<file path="src/spotp_pkg.sv">
// Shared constants, types and field layout of the pixel serializer
// Functional notes
// - Each 14-bit pixel word sits inside a 16-slot (dual) or 8-slot (quad) serial frame with guards.
// - Output supports selectable dual-lane and quad-lane arrangements.
// - Frame marker rises with the launch of the word's most significant bit.
// - In double sampling mode pixels alternate even and odd sampling paths.
// - Double sampling odd pixels hold the marker high three clock periods in quad-lane, six in dual-lane.
// - Double sampling even pixels hold the marker high two clock periods in quad-lane, four in dual-lane.
// - Sample-and-hold pixels all get the odd-pixel marker pulse, three periods quad, six dual.
// - Dual-lane gives each channel one lane at sixteen slots per pixel.
// - Dual-lane marker falls at bit 7, or alternately bit 9 and 7.
// - Dual-lane forwarded clock changes at the centre of each bit.
// - Quad-lane splits each channel, bits 13..7 and 6..0, eight slots.
// - Quad-lane marker falls at bits 10/3 for odd, 11/4 for even.
// - Quad-lane forwarded clock changes inside each data bit.
// - Global power-down bit stops all analog blocks and overrides others.
// - Six per-block power-down bits allow single-channel operation.
// - Amplifier and converter trim registers apply to both channels.
// - Three-bit select picks fixed, gradients, lattice, stripe, fixed words.
// - Enabled pattern runs without end in place of converter data.
// - Pattern starts with zero-code start period, then valid-pixel region.
// - Pattern output begins at the next clamp line pulse leading edge, except the async word pattern.
// - Fixed code joins upper 6 bits and lower 8 bits from two registers.
`default_nettype none
package spotp_pkg;
  localparam int PIX_W = 14;
  localparam int FIFO_DEPTH = 8;
  // Register offsets
  localparam logic [5:0] REG_PWR_DOWN = 6'h01;
  localparam logic [5:0] REG_AMP_TRIM = 6'h02;
  localparam logic [5:0] REG_CONV_TRIM = 6'h03;
  localparam logic [5:0] REG_PAT_CTRL = 6'h34;
  localparam logic [5:0] REG_PAT_START = 6'h35;
  localparam logic [5:0] REG_PAT_WIDTH = 6'h36;
  localparam logic [5:0] REG_PAT_VAL_HI = 6'h37;
  localparam logic [5:0] REG_PAT_VAL_LO = 6'h38;
  localparam logic [5:0] REG_TEST_SCAN = 6'h3d;
  localparam logic [5:0] REG_OUT_FMT = 6'h3e;
  localparam logic [7:0] REG_RESET = 8'h00;
  // Field positions
  localparam int PD_GLOBAL_BIT = 7;
  localparam int PD_CLAMP_BIT = 6;
  localparam int PAT_EN_BIT = 0;
  localparam int PAT_SEL_LSB = 4;
  localparam int TEST_MODE_BIT = 1;
  localparam int FMT_QUAD_BIT = 0;
  localparam int FMT_DSAMP_BIT = 1;
  // Slot timing, in bit slots of the serial frame
  localparam logic [3:0] DUAL_LAST = 4'hf;
  localparam logic [3:0] QUAD_LAST = 4'h7;
  localparam logic [3:0] MSB_SLOT = 4'h1;
  localparam logic [3:0] DUAL_DATA_END = 4'he;
  localparam logic [3:0] DUAL_FALL_ODD = 4'h7;
  localparam logic [3:0] DUAL_FALL_EVEN = 4'h5;
  localparam logic [3:0] QUAD_FALL_ODD = 4'h4;
  localparam logic [3:0] QUAD_FALL_EVEN = 4'h3;
  localparam logic [3:0] LSB_LANE_TOP = 4'h7;
  localparam logic [3:0] MSB_LANE_TOP = 4'he;

  typedef enum logic [2:0] {
    PAT_FIXED = 3'b000,
    PAT_HGRAD = 3'b001,
    PAT_VGRAD = 3'b010,
    PAT_LATTICE = 3'b011,
    PAT_STRIPE = 3'b100,
    PAT_SYNC_WORD = 3'b101,
    PAT_ASYNC_WORD = 3'b110,
    PAT_RESERVED = 3'b111
  } spotp_pat_e;

  typedef struct packed {
    logic odd;
    logic [PIX_W-1:0] ch2;
    logic [PIX_W-1:0] ch1;
  } spotp_pixel_s;

  typedef struct packed {
    logic clamp_ref;
    logic [1:0] ref_buf;
    logic [1:0] gain_amp;
    logic [1:0] input_amp;
  } spotp_power_s;
endpackage
`default_nettype wire

</file>
<file path="src/spotp_top.sv">
// Pixel FIFO and the serial pixel output block with pattern generator
`default_nettype none
module spotp_fifo #(
  parameter int WIDTH = 29,
  parameter int DEPTH = 8
) (
  input  wire logic             ref_clk,   // Block clock
  input  wire logic             reset,     // Synchronous, active high
  input  wire logic [WIDTH-1:0] in_data,   // Word to store
  input  wire logic             in_valid,  // Word offered
  output logic                  in_ready,  // Space left
  output logic      [WIDTH-1:0] out_data,  // Oldest word
  output logic                  out_valid, // Not empty
  input  wire logic             out_ready  // Drain accepts
);
  localparam int AW = $clog2(DEPTH);
  localparam logic [AW:0] FULL_CNT = (AW+1)'(DEPTH);
  localparam logic [AW-1:0] LAST_IDX = AW'(DEPTH - 1);

  logic [WIDTH-1:0] mem_q [DEPTH];
  logic [AW-1:0]    wr_q;
  logic [AW-1:0]    rd_q;
  logic [AW:0]      cnt_q;
  logic             push;
  logic             pop;

  // Handshakes are combinational on the count
  assign in_ready  = (cnt_q != FULL_CNT);
  assign out_valid = (cnt_q != '0);
  assign push      = in_valid && in_ready;
  assign pop       = out_valid && out_ready;
  assign out_data  = mem_q[rd_q];

  // Storage entries
  genvar gi;
  for (gi = 0; gi < DEPTH; gi++) begin : g_ent
    always_ff @(posedge ref_clk) begin
      if (reset) begin
        mem_q[gi] <= '0;
      end else if (push && (wr_q == AW'(gi))) begin
        mem_q[gi] <= in_data;
      end
    end
  end

  // Pointers wrap at the depth, which need not be a power of two
  always_ff @(posedge ref_clk) begin
    if (reset) begin
      wr_q <= '0;
      rd_q <= '0;
    end else begin
      if (push) begin
        wr_q <= (wr_q == LAST_IDX) ? '0 : AW'(wr_q + 1'b1);
      end
      if (pop) begin
        rd_q <= (rd_q == LAST_IDX) ? '0 : AW'(rd_q + 1'b1);
      end
    end
  end

  // Occupancy
  always_ff @(posedge ref_clk) begin
    if (reset) begin
      cnt_q <= '0;
    end else if (push && !pop) begin
      cnt_q <= (AW+1)'(cnt_q + 1'b1);
    end else if (pop && !push) begin
      cnt_q <= (AW+1)'(cnt_q - 1'b1);
    end
  end
endmodule

module spotp_top
  import spotp_pkg::*;
(
  input  wire logic             ref_clk,             // Bit clock, 40 MHz
  input  wire logic             reset,               // Sync, active high
  input  wire logic             pixel_clk,           // Pixel input clock
  input  wire logic             clamp_line_pulse,    // Line clamp pin
  input  wire logic [PIX_W-1:0] conv_ch1,            // Converter channel 1
  input  wire logic [PIX_W-1:0] conv_ch2,            // Converter channel 2
  input  wire logic [5:0]       reg_addr,            // Register address
  input  wire logic [7:0]       reg_wdata,           // Register write data
  input  wire logic             reg_write,           // Write strobe
  output logic      [7:0]       reg_rdata,           // Read data
  output logic      [3:0]       serial_data_lane,    // Lane outputs
  output logic                  pixel_frame_marker,  // Word frame
  output logic                  forwarded_bit_clock, // Forwarded clock
  output logic                  pixel_ready,         // FIFO has room
  output spotp_power_s          power_down,          // Block power-downs
  output logic      [7:0]       amp_trim,            // Gain stage trim
  output logic      [7:0]       conv_trim            // Converter trim
);
  typedef enum logic [1:0] {
    PG_IDLE  = 2'b00,
    PG_ARMED = 2'b01,
    PG_START = 2'b10,
    PG_VALID = 2'b11
  } spotp_pg_e;

  logic [7:0]   pd_q;
  logic [7:0]   amp_q;
  logic [7:0]   conv_q;
  logic [7:0]   pat_ctrl_q;
  logic [7:0]   pat_start_q;
  logic [7:0]   pat_width_q;
  logic [7:0]   val_hi_q;
  logic [7:0]   val_lo_q;
  logic [7:0]   scan_q;
  logic [7:0]   fmt_q;
  logic [7:0]   rdata_d;
  logic [2:0]   pclk_sync_q;
  logic [2:0]   clamp_sync_q;
  logic         pix_edge;
  logic         clamp_rise;
  logic         clamp_seen_q;
  spotp_pg_e    pg_q;
  logic [7:0]   pg_cnt_q;
  logic         pat_on;
  logic         async_sel;
  spotp_pat_e   pat_sel;
  logic [PIX_W-1:0] pat_word;
  logic [PIX_W-1:0] fixed_word;
  logic         odd_q;
  logic         quad;
  logic         correlated_double_sampling_mode;
  spotp_pixel_s cap_d;
  spotp_pixel_s cap_q;
  logic         cap_valid_q;
  spotp_pixel_s fifo_out;
  logic         fifo_valid;
  logic         slot_wrap;
  logic [3:0]   slot_q;
  logic [3:0]   last_slot;
  spotp_pixel_s word_q;
  logic         word_valid_q;
  logic [3:0]   msb_idx;
  logic [3:0]   lsb_idx;
  logic [3:0]   fall_slot;
  logic         in_msb_lane;
  logic         in_dual_data;
  logic [3:0]   lane_d;
  logic         frame_d;

  assign quad = fmt_q[FMT_QUAD_BIT];
  assign correlated_double_sampling_mode = fmt_q[FMT_DSAMP_BIT];

  // Register writes; every register resets to zero
  always_ff @(posedge ref_clk) begin
    if (reset) begin
      pd_q        <= REG_RESET;
      amp_q       <= REG_RESET;
      conv_q      <= REG_RESET;
      pat_ctrl_q  <= REG_RESET;
      pat_start_q <= REG_RESET;
      pat_width_q <= REG_RESET;
      val_hi_q    <= REG_RESET;
      val_lo_q    <= REG_RESET;
      scan_q      <= REG_RESET;
      fmt_q       <= REG_RESET;
    end else if (reg_write) begin
      case (reg_addr)
        REG_PWR_DOWN:   pd_q        <= reg_wdata;
        REG_AMP_TRIM:   amp_q       <= reg_wdata;
        REG_CONV_TRIM:  conv_q      <= reg_wdata;
        REG_PAT_CTRL:   pat_ctrl_q  <= reg_wdata;
        REG_PAT_START:  pat_start_q <= reg_wdata;
        REG_PAT_WIDTH:  pat_width_q <= reg_wdata;
        REG_PAT_VAL_HI: val_hi_q    <= reg_wdata;
        REG_PAT_VAL_LO: val_lo_q    <= reg_wdata;
        REG_TEST_SCAN:  scan_q      <= reg_wdata;
        REG_OUT_FMT:    fmt_q       <= reg_wdata;
        default: ;
      endcase
    end
  end

  // Read mux; unmapped addresses read zero
  always_comb begin
    case (reg_addr)
      REG_PWR_DOWN:   rdata_d = pd_q;
      REG_AMP_TRIM:   rdata_d = amp_q;
      REG_CONV_TRIM:  rdata_d = conv_q;
      REG_PAT_CTRL:   rdata_d = pat_ctrl_q;
      REG_PAT_START:  rdata_d = pat_start_q;
      REG_PAT_WIDTH:  rdata_d = pat_width_q;
      REG_PAT_VAL_HI: rdata_d = val_hi_q;
      REG_PAT_VAL_LO: rdata_d = val_lo_q;
      REG_TEST_SCAN:  rdata_d = scan_q;
      REG_OUT_FMT:    rdata_d = {5'h00, pg_q != PG_IDLE, fmt_q[1:0]};
      default:        rdata_d = 8'h00;
    endcase
  end

  // Registered read data, one cycle after the address
  always_ff @(posedge ref_clk) begin
    if (reset) begin
      reg_rdata <= 8'h00;
    end else begin
      reg_rdata <= rdata_d;
    end
  end

  // Power controls; global bit overrides each per-block bit
  always_comb begin
    power_down.clamp_ref = pd_q[PD_GLOBAL_BIT] | pd_q[PD_CLAMP_BIT];
    power_down.input_amp = pd_q[PD_GLOBAL_BIT] ? 2'b11 : {pd_q[3], pd_q[0]};
    power_down.gain_amp  = pd_q[PD_GLOBAL_BIT] ? 2'b11 : {pd_q[4], pd_q[1]};
    power_down.ref_buf   = pd_q[PD_GLOBAL_BIT] ? 2'b11 : {pd_q[5], pd_q[2]};
  end

  // One trim setting drives both channels alike
  assign amp_trim  = amp_q;
  assign conv_trim = conv_q;

  // Pin synchronisers; only the second and third stages are looked at
  always_ff @(posedge ref_clk) begin
    if (reset) begin
      pclk_sync_q  <= 3'h0;
      clamp_sync_q <= 3'h0;
    end else begin
      pclk_sync_q  <= {pclk_sync_q[1:0], pixel_clk};
      clamp_sync_q <= {clamp_sync_q[1:0], clamp_line_pulse};
    end
  end

  assign pix_edge   = pclk_sync_q[1] && !pclk_sync_q[2];
  assign clamp_rise = clamp_sync_q[1] && !clamp_sync_q[2];

  // Clamp edge is held until the next pixel edge consumes it; set wins
  always_ff @(posedge ref_clk) begin
    if (reset) begin
      clamp_seen_q <= 1'b0;
    end else if (clamp_rise) begin
      clamp_seen_q <= 1'b1;
    end else if (pix_edge) begin
      clamp_seen_q <= 1'b0;
    end
  end

  assign pat_on    = pat_ctrl_q[PAT_EN_BIT] && scan_q[TEST_MODE_BIT];
  assign pat_sel   = spotp_pat_e'(pat_ctrl_q[PAT_SEL_LSB +: 3]);
  assign async_sel = (pat_sel == PAT_ASYNC_WORD);

  // Pattern sequencer, advanced once per pixel; runs until disabled.
  // Parameters are sampled live, so edits while enabled give odd output.
  always_ff @(posedge ref_clk) begin
    if (reset) begin
      pg_q     <= PG_IDLE;
      pg_cnt_q <= 8'h00;
    end else if (!pat_on) begin
      pg_q     <= PG_IDLE;
      pg_cnt_q <= 8'h00;
    end else if (pix_edge) begin
      case (pg_q)
        PG_IDLE: begin
          pg_q     <= async_sel ? PG_START : PG_ARMED;
          pg_cnt_q <= 8'h00;
        end
        PG_ARMED: begin
          if (clamp_seen_q || clamp_rise) begin
            pg_q     <= (pat_start_q == 8'h00) ? PG_VALID : PG_START;
            pg_cnt_q <= 8'h00;
          end
        end
        PG_START: begin
          if (8'(pg_cnt_q + 1'b1) >= pat_start_q) begin
            pg_q     <= PG_VALID;
            pg_cnt_q <= 8'h00;
          end else begin
            pg_cnt_q <= 8'(pg_cnt_q + 1'b1);
          end
        end
        PG_VALID: begin
          if (8'(pg_cnt_q + 1'b1) >= pat_width_q) begin
            pg_q     <= async_sel ? PG_START : PG_ARMED;
            pg_cnt_q <= 8'h00;
          end else begin
            pg_cnt_q <= 8'(pg_cnt_q + 1'b1);
          end
        end
        default: begin
          pg_q     <= PG_IDLE;
          pg_cnt_q <= 8'h00;
        end
      endcase
    end
  end

  assign fixed_word = {val_hi_q[5:0], val_lo_q};

  // Pattern word in the valid region; finer pattern shapes are simplified
  always_comb begin
    case (pat_sel)
      PAT_FIXED:      pat_word = fixed_word;
      PAT_HGRAD:      pat_word = PIX_W'(fixed_word + pg_cnt_q);
      PAT_VGRAD:      pat_word = fixed_word;
      PAT_LATTICE:    pat_word = fixed_word;
      PAT_STRIPE:     pat_word = fixed_word;
      PAT_SYNC_WORD:  pat_word = fixed_word;
      PAT_ASYNC_WORD: pat_word = fixed_word;
      default:        pat_word = '0;
    endcase
  end

  // Source select: zero code outside the valid region while enabled
  always_comb begin
    cap_d.odd = correlated_double_sampling_mode ? odd_q
                                                : 1'b1;
    if (pg_q == PG_IDLE) begin
      cap_d.ch1 = conv_ch1;
      cap_d.ch2 = conv_ch2;
    end else if (pg_q == PG_VALID) begin
      cap_d.ch1 = pat_word;
      cap_d.ch2 = pat_word;
    end else begin
      cap_d.ch1 = '0;
      cap_d.ch2 = '0;
    end
  end

  // Even/odd path alternates on every pixel of a channel
  always_ff @(posedge ref_clk) begin
    if (reset) begin
      odd_q <= 1'b0;
    end else if (pix_edge) begin
      odd_q <= ~odd_q;
    end
  end

  // Capture one pixel pair per pixel clock edge
  always_ff @(posedge ref_clk) begin
    if (reset) begin
      cap_q       <= '0;
      cap_valid_q <= 1'b0;
    end else begin
      cap_valid_q <= pix_edge;
      if (pix_edge) begin
        cap_q <= cap_d;
      end
    end
  end

  // Pixel buffer; a full FIFO drops the offered pair and shows it
  spotp_fifo #(
    .WIDTH ($bits(spotp_pixel_s)),
    .DEPTH (FIFO_DEPTH)
  ) u_fifo (
    .ref_clk   (ref_clk),
    .reset     (reset),
    .in_data   (cap_q),
    .in_valid  (cap_valid_q),
    .in_ready  (pixel_ready),
    .out_data  (fifo_out),
    .out_valid (fifo_valid),
    .out_ready (slot_wrap)
  );

  assign last_slot = quad ? QUAD_LAST : DUAL_LAST;
  assign slot_wrap = (slot_q >= last_slot);

  // Slot counter; compare with >= so a format switch cannot run away
  always_ff @(posedge ref_clk) begin
    if (reset) begin
      slot_q <= 4'h0;
    end else if (slot_wrap) begin
      slot_q <= 4'h0;
    end else begin
      slot_q <= 4'(slot_q + 1'b1);
    end
  end

  // Next word is loaded during the last slot, a guard slot in dual lane only
  always_ff @(posedge ref_clk) begin
    if (reset) begin
      word_q       <= '0;
      word_valid_q <= 1'b0;
    end else if (slot_wrap) begin
      word_q       <= fifo_out;
      word_valid_q <= fifo_valid;
    end
  end

  assign msb_idx      = 4'(MSB_LANE_TOP - slot_q);
  assign lsb_idx      = 4'(LSB_LANE_TOP - slot_q);
  assign in_msb_lane  = (slot_q >= MSB_SLOT) && (slot_q <= QUAD_LAST);
  assign in_dual_data = (slot_q >= MSB_SLOT) && (slot_q <= DUAL_DATA_END);

  // Lane bits, most significant first, zero in guard slots
  always_comb begin
    lane_d = 4'h0;
    if (!word_valid_q) begin
      lane_d = 4'h0;
    end else if (quad) begin
      if (in_msb_lane) begin
        lane_d[0] = word_q.ch1[msb_idx];
        lane_d[1] = word_q.ch1[lsb_idx];
        lane_d[2] = word_q.ch2[msb_idx];
        lane_d[3] = word_q.ch2[lsb_idx];
      end
    end else if (in_dual_data) begin
      lane_d[0] = word_q.ch1[msb_idx];
      lane_d[1] = word_q.ch2[msb_idx];
    end
  end

  // Marker falls earlier on even pixels to flag the sampling path
  always_comb begin
    if (quad) begin
      fall_slot = word_q.odd ? QUAD_FALL_ODD : QUAD_FALL_EVEN;
    end else begin
      fall_slot = word_q.odd ? DUAL_FALL_ODD : DUAL_FALL_EVEN;
    end
    frame_d = word_valid_q && (slot_q >= MSB_SLOT)
              && (slot_q < fall_slot);
  end

  // Registered lane and marker outputs share one launch edge
  always_ff @(posedge ref_clk) begin
    if (reset) begin
      serial_data_lane   <= 4'h0;
      pixel_frame_marker <= 1'b0;
    end else begin
      serial_data_lane   <= lane_d;
      pixel_frame_marker <= frame_d;
    end
  end

  // Forwarded clock changes once per bit; the output cell's half-bit
  // delay puts each change in the middle of the data eye
  always_ff @(posedge ref_clk) begin
    if (reset) begin
      forwarded_bit_clock <= 1'b0;
    end else begin
      forwarded_bit_clock <= ~forwarded_bit_clock;
    end
  end
endmodule
`default_nettype wire

</file>
<file path="config.mk">
export PLATFORM = sky130hd
export DESIGN_NAME = spotp_top
export DESIGN_NICKNAME = d
export VERILOG_FILES = /design/src/spotp_pkg.sv /design/src/spotp_top.sv
export SDC_FILE = /design/constraint.sdc
export NUM_CORES = 1
export LEC_CHECK = 0
export ABC_AREA = 0
export BUFFER_PORTS_ARGS = -buffer_cell sky130_fd_sc_hd__buf_2
export CAP_MARGIN = 20
export CORE_MARGIN = 5
export CORE_UTILIZATION = 40
export DETAILED_ROUTE_END_ITERATION = 16
export PLACE_DENSITY = 0.64
export SLEW_MARGIN = 20
export SYNTH_ARGS = -nofsm -noshare
export SYNTH_HDL_FRONTEND = slang
export SYNTH_HIERARCHICAL = 1
export SYNTH_SLANG_ARGS = --single-unit
</file>
<file path="constraint.sdc">
create_clock -name ref_clk -period 3.8 [get_ports ref_clk]
set_clock_uncertainty 0.2 [all_clocks]
set_input_delay 0.76 -clock ref_clk [delete_from_list [all_inputs] [get_ports ref_clk]]
set_output_delay 0.76 -clock ref_clk [all_outputs]
set_load 0.005 [all_outputs]
</file>
# Yosys cells after proc, flatten, opt, wreduce, memory -nomap -nowiden
# Memory sizes are Yosys's and may differ from the RTL's. A register that Yosys moved wholly into a read port is not among the register bits.
# Index checks and enable logic that the tools add are counted.
op_classes:
  addsub: 9
  reduce_logical: 49
  mux: 73
  n_bitwise: 15
  eq_ne: 31
  n_lt_le_gt_ge: 9
ops:
  columns: ["cell", "n"]
  rows:
  - ["$mux 29", 8]
  - ["$pmux 8 s10", 1]
  - ["$mux 28", 2]
  - ["$eq 6x6->1 const B", 7]
  - ["$mux 1", 34]
  - ["$pmux 8 s4", 1]
  - ["$pmux 14 s2", 1]
  - ["$eq 3x3->1 const B", 8]
  - ["$mux 8", 3]
  - ["$mux 2", 11]
  - ["$reduce_and 2->1", 11]
  - ["$logic_and 1x1->1", 19]
  - ["$bmux 1 s4", 4]
  - ["$ge 8x8->1", 2]
  - ["$add 14x8->14", 1]
  - ["$eq 3x2->1 const B", 4]
  - ["$eq 6x2->1 const B", 2]
  - ["$mux 3", 4]
  - ["$mux 4", 3]
  - ["$lt 4x5->1 const B", 2]
  - ["$or 1x1->1", 9]
  - ["$add 4x1->4 const B", 2]
  - ["$add 8x1->8 const B", 1]
  - ["$logic_not 8->1", 1]
  - ["27 further kinds", 45]
totals:
  output_inout_bits: 38
  ram_bits: 232
  inputBits: 47
  memories: 1
  ff_bits: 151
  wordCells: 217
mem_list:
  columns: ["name", "words", "word_bits", "read_ports", "rd_clocked_by_memory_dff", "wr", "line_no", "rtl"]
  rows:
  - ["u_fifo.mem_q", 8, 29, 1, 1, 8, "spotp_top.sv:20", "logic [WIDTH-1:0] mem_q [DEPTH];"]

# Longest topological paths before layout
logic_depth:
  ltp_word: 7
  ltp_mapped: 12
  depth_no_buf: 11

# Cells and area by module
# Netlist, hierarchy kept.
modules_own_cells:
  columns: ["module", "area_per_inst_um2", "cells_per_inst", "n_inst", "seq_area_each_um2"]
  rows:
  - ["spotp_fifo", 10901.7, 740, 1, 7226.9]
  - ["spotp_top", 8474.4, 1055, 1, 3403.3]

# Worst setup path before layout
# No wires, ideal clock.
synth_timing:
  kind: "register to register"
  from: "register fmt_q[0]"
  to: "register u_fifo.cnt_q[3]"
  n_path_buf: 1
  path_stages_with_launch: 13
  arrival_ns: 2.852
  required_time_ns: 3.479
  setup_time_ns: 0.121
  path_slack_ns: 0.627
  period_less_slack_ns: 3.173
  cell_sequence: "dfxtp_1 -> ha_1 -> a31oi_1 -> clkinv_1 -> buf_1 -> nand2_1 -> ha_1 -> inv_1 -> ha_1 -> a21oi_1 -> a211oi_1 -> a31oi_1 -> mux2_2"
synth_via:
  elab_chain_len: 6
  word_cells_on_any_way: 8
  cone_classes: "order compare: 1; mux: 2; reduce/logical: 5"
synth_lines:
  columns: ["item", "line_no", "rtl"]
  rows:
  - ["from (decl)", "spotp_top.sv:110", "logic [7:0] fmt_q;"]
  - ["from (signal assigned)", "spotp_top.sv:172", "REG_OUT_FMT: fmt_q <= reg_wdata;"]
  - ["$mux 4 (*)", "spotp_top.sv:359", "assign last_slot = quad ? QUAD_LAST : DUAL_LAST;"]
  - ["$ge 4x4->1 (*)", "spotp_top.sv:360", "assign slot_wrap = (slot_q >= last_slot);"]
  - ["via slot_wrap", "spotp_top.sv:132", "logic slot_wrap;"]
  - ["$logic_and 1x1->1 (*)", "spotp_top.sv:31", "assign pop = out_valid && out_ready;"]
  - ["$logic_not 1->1", "spotp_top.sv:65", "end else if (push && !pop) begin"]
  - ["$logic_and 1x1->1", "spotp_top.sv:65", null]
  - ["$mux 4 / $reduce_bool 2->1 (equally long branches)", null, null]
  - ["to (signal assigned)", "spotp_top.sv:66", "cnt_q <= (AW+1)'(cnt_q + 1'b1);"]
  - ["to (signal assigned)", "spotp_top.sv:68", "cnt_q <= (AW+1)'(cnt_q - 1'b1);"]
  - ["to (decl)", "spotp_top.sv:23", "logic [AW:0] cnt_q;"]
# The timed path passes the listed nets; every way through them passes the cells marked *.
# A chain may end at the register's enable or synchronous reset.

# Final worst setup path
layout_timing:
  from: "register pg_cnt_q[0]"
  to: "register cap_q[20] (netlist bit)"
layout_via:
  elab_chain_len: 4
layout_lines:
  columns: ["item", "line_no", "rtl"]
  rows:
  - ["from (decl)", "spotp_top.sv:118", "logic [7:0] pg_cnt_q;"]
  - ["from (signal assigned)", "spotp_top.sv:271", "pg_cnt_q <= 8'(pg_cnt_q + 1'b1);"]
  - ["from (signal assigned)", "spotp_top.sv:279", "pg_cnt_q <= 8'(pg_cnt_q + 1'b1);"]
  - ["$add 14x8->14", "spotp_top.sv:296", "PAT_HGRAD: pat_word = PIX_W'(fixed_word + pg_cnt_q);"]
  - ["$pmux 14 s2", "spotp_top.sv:294", "case (pat_sel)"]
  - ["$mux 28", "spotp_top.sv:313", "end else if (pg_q == PG_VALID) begin"]
  - ["$mux 28", "spotp_top.sv:310", "if (pg_q == PG_IDLE) begin"]
  - ["to (signal assigned)", "spotp_top.sv:339", "cap_q <= cap_d;"]
  - ["to (decl)", "spotp_top.sv:128", "spotp_pixel_s cap_q;"]
# No other way between the ends.

==> parameters.txt <==
Parameter                              Value

Timing
  Finish-stage setup viols    0
  FMAX    325.5 MHz
  Max-slew violations    0
  Setup TNS    0 ns
  Least-Margin Pin Slew    1.067 ns
  Share of the cycle needed by the critical path after routing    80.84%
  Max-slew headroom at the worst pin    28.67%
  Final Hold Vio Count    0
  Minimum clock period after layout    3.072 ns
  Unrepaired setup endpoints after global routing    no
  Final hold slack    0.1890 ns
  PnR worst setup slack    0.7280 ns

Clock network
  Number of buffers created by CTS    44
  Buffer type at the clock tree root    clkbuf_16
  Hold buffers post-CTS    0
  Total setup buffers inserted after CTS    0
  Clock tree from TritonCTS    yes
  Post-CTS resize count    0
  Post-CTS clock slew at the launch and capture registers of the worst setup and hold paths    0.06 ns
  Number of H-tree levels    2
  Insertion delay to the later sink of the worst-skew pair    0.58 ns
  CTS sink count    415
  CTS Buffer Depth    3

Finish
  Syn-to-layout area delta    12.86%
  Share of final-layout standard cells stronger than drive strength 1    18.09%
  Regs by FF count    u_fifo/mem_q x232, cap_q x29, word_q x29
  Multi-input gate area in the final layout    8092 um2
  Number of nets in the finished design    1941
  Area taken by flip-flops and latches    10640 um2
  Count of non-filler cells in the finished layout    2495
  Fillcell total    4403
  Max FFs per register    232
  Biggest register    u_fifo/mem_q

Yosys
  Warnings from Yosys    6
  Dominant cell type by area after synthesis    edfxtp_1
  Cells taking the most area after synthesis    edfxtp_1, dfxtp_1, mux4_2, nand2_1, nor2_1
  Mean area per synthesized cell    10.79 um2
  Most frequently used cell type in the post-synthesis netlist    nand2_1
  Cell area after technology mapping    19380 um2
  Post-synthesis net count    1893
  Sequential share of the synthesized area    54.86%
  List of most frequent post-synthesis cells    nand2_1, nor2_1, edfxtp_1, dfxtp_1, a21oi_1
  Fraction of post-synthesis cell area in the top cell type by area    35.96%
  Seq cells post-synth    415
  Number of synthesized flops with an enable pin    232
  Most used flip-flop cell after synthesis    edfxtp_1
  Proportion of synthesized flip-flops having asynchronous set or reset    0%
  Number of library cell types mapped by synthesis    72
  Cells after Synth    1795

Global routing
  Vias in the first global route    13930
  Number of antenna violations at the first check in global routing    0
  All-Layer GR Usage    19.89%
  Global route total overflow    0
  Global-route wire length before repair    82870 um
  Maximum number of pins on one net before global-route repair    62

Worst setup path
  Critical Path Start Type    register
  Buffers & Inverters on Critical Path    1
  Worst path max stage delay    0.51 ns
  CP cell instances    ha_1, inv_1, fa_1, nand2b_1, a21oi_1, o21ai_0, and4_1, o31ai_1, a211oi_1
  WP data arrival    3.29 ns
  Kind of cell with the highest combined delay on the critical path    compound AO/OA/AOI/OAI gates
  Critical Setup Path Class    register to register
  CP Capture Type    register
  Worst path required time    4.02 ns
  Critical Path Fanout Max    8
  Cell at the slowest stage of the critical path    dfxtp_1

Placed design
  Pre-CTS WS    0.8203 ns
  Number of port buffers    84
  Final estimated routing congestion in global placement    0.8911
  Final HPWL DP    35410 um
  Inst Count DP    2412

Routing
  Routed Antenna Nets    0
  Count of vias placed by the detailed router    14100
  Wirelength, routed    54020 um
  1st-iter DRT viols    1328
  DR WL met3    3721 um
  Per-cell via count in the routed design    5.650
  Number of iterations in the first detailed-routing pass    6
  Highest signal layer in the routed design    met4
  Total met2 wirelength after detailed routing    26120 um
  Total DRC errors in the routed layout    0
  Routed metal-1 wirelength    22770 um
  Post-DR wirelength/cell    21.65 um

Status
  Result of the run    completed

Floorplanning
  Die area    52940 um2
  Area inside the core boundary    47850 um2
  Effective utilization at floorplan    40.50%
  Vertical die dimension    230.1 um
  DIE WIDTH    230.1 um
  Num ports    85
  Placement row count    80

Power and ir drop
  VDD IR max    0.3460 mV
  Leakage    7.583 nW
  Pwr per Cell Area    442.8 nW/um2

Job
  Max-cap violations    0

Min path
  Type of the worst min-delay path    input port to register
## report_power, final
group	total, W	switching [W]	internal [W]	leakage [nW]
clock network	0.00435	0.00181	0.00254	0.724
registers	0.00491	0.0000632	0.00484	3.88
logic	0.000425	0.000284	0.000141	2.98
total	0.00968	0.00216	0.00752	7.58
## layout by cell type (no fill, tap or decap), types with 11 or more instances in the layout
master     count
nand2b_1      11
dfxtp_1      181
a21oi_1      145
buf_2         83
clkbuf_16     45
mux2_2        31
o21ai_0       35
edfxtp_1     232
a22oi_1       25
mux4_2        69
nor2b_1       15
nand2_1      269
buf_4         39
a211oi_1      27
and2_1        59
ha_1          49
nand3_1       88
nor2_1       234
inv_1         34
## area by class of cell
| type | instances | share of cell area (%) |
|---|---|---|
| antenna | 1 | 0.01144 |
| clock buffer | 66 | 5.985 |
| clock inverter | 16 | 0.7553 |
| inverter | 36 | 0.6180 |
| multi-input combinational | 1221 | 37.00 |
| sequential | 415 | 48.64 |
| tap | 615 | 3.519 |
| timing repair buffer | 125 | 3.473 |
## cell families (layout without fill, tap and decap cells)
logic type	after synthesis	in the layout	share of synthesized area, %
AND/OR/NAND/NOR	751	751	17.57
flip-flops	415	415	54.86
AO/OA/AOI/OAI	301	301	9.615
buffers and inverters	159	243	3.900
multiplexers	107	107	10.18
adder cells (fa/ha/maj)	51	51	3.371
XOR/XNOR	11	11	0.4972
other	0	1	0
## through the flow
step	power (W)	util (%)	area, um2
finish	0.009683	45.70	21870
global placement	0.005413	42.62	20390
CTS	0.009757	45.70	21860
floorplan	0.005239	-	19380
detailed placement	0.005426	42.62	20390
global route	0.009987	45.70	21860
## layer usage
layer / vias to the layer above / GRT usage (%)
met5: - / 0
met4: 0 / 5.660
met3: 85 / 3.133
met2: 547 / 33.08
met1: 6947 / 27.22
li1: 6517 / -
## worst paths after layout
kind | from | endpoint | slack (ns) | cells after the start
setup reg to reg | pg_cnt_q[0] | cap_q[20] | 0.73 | 9
hold reg to reg | forwarded_bit_clock | forwarded_bit_clock | 0.21 | 1
hold / removal | clamp_line_pulse | clamp_sync_q[0] | 0.19 | 2
setup / recovery | pg_cnt_q[0] | cap_q[20] | 0.73 | 9
Note: power is estimated with default switching activity, not from simulation.
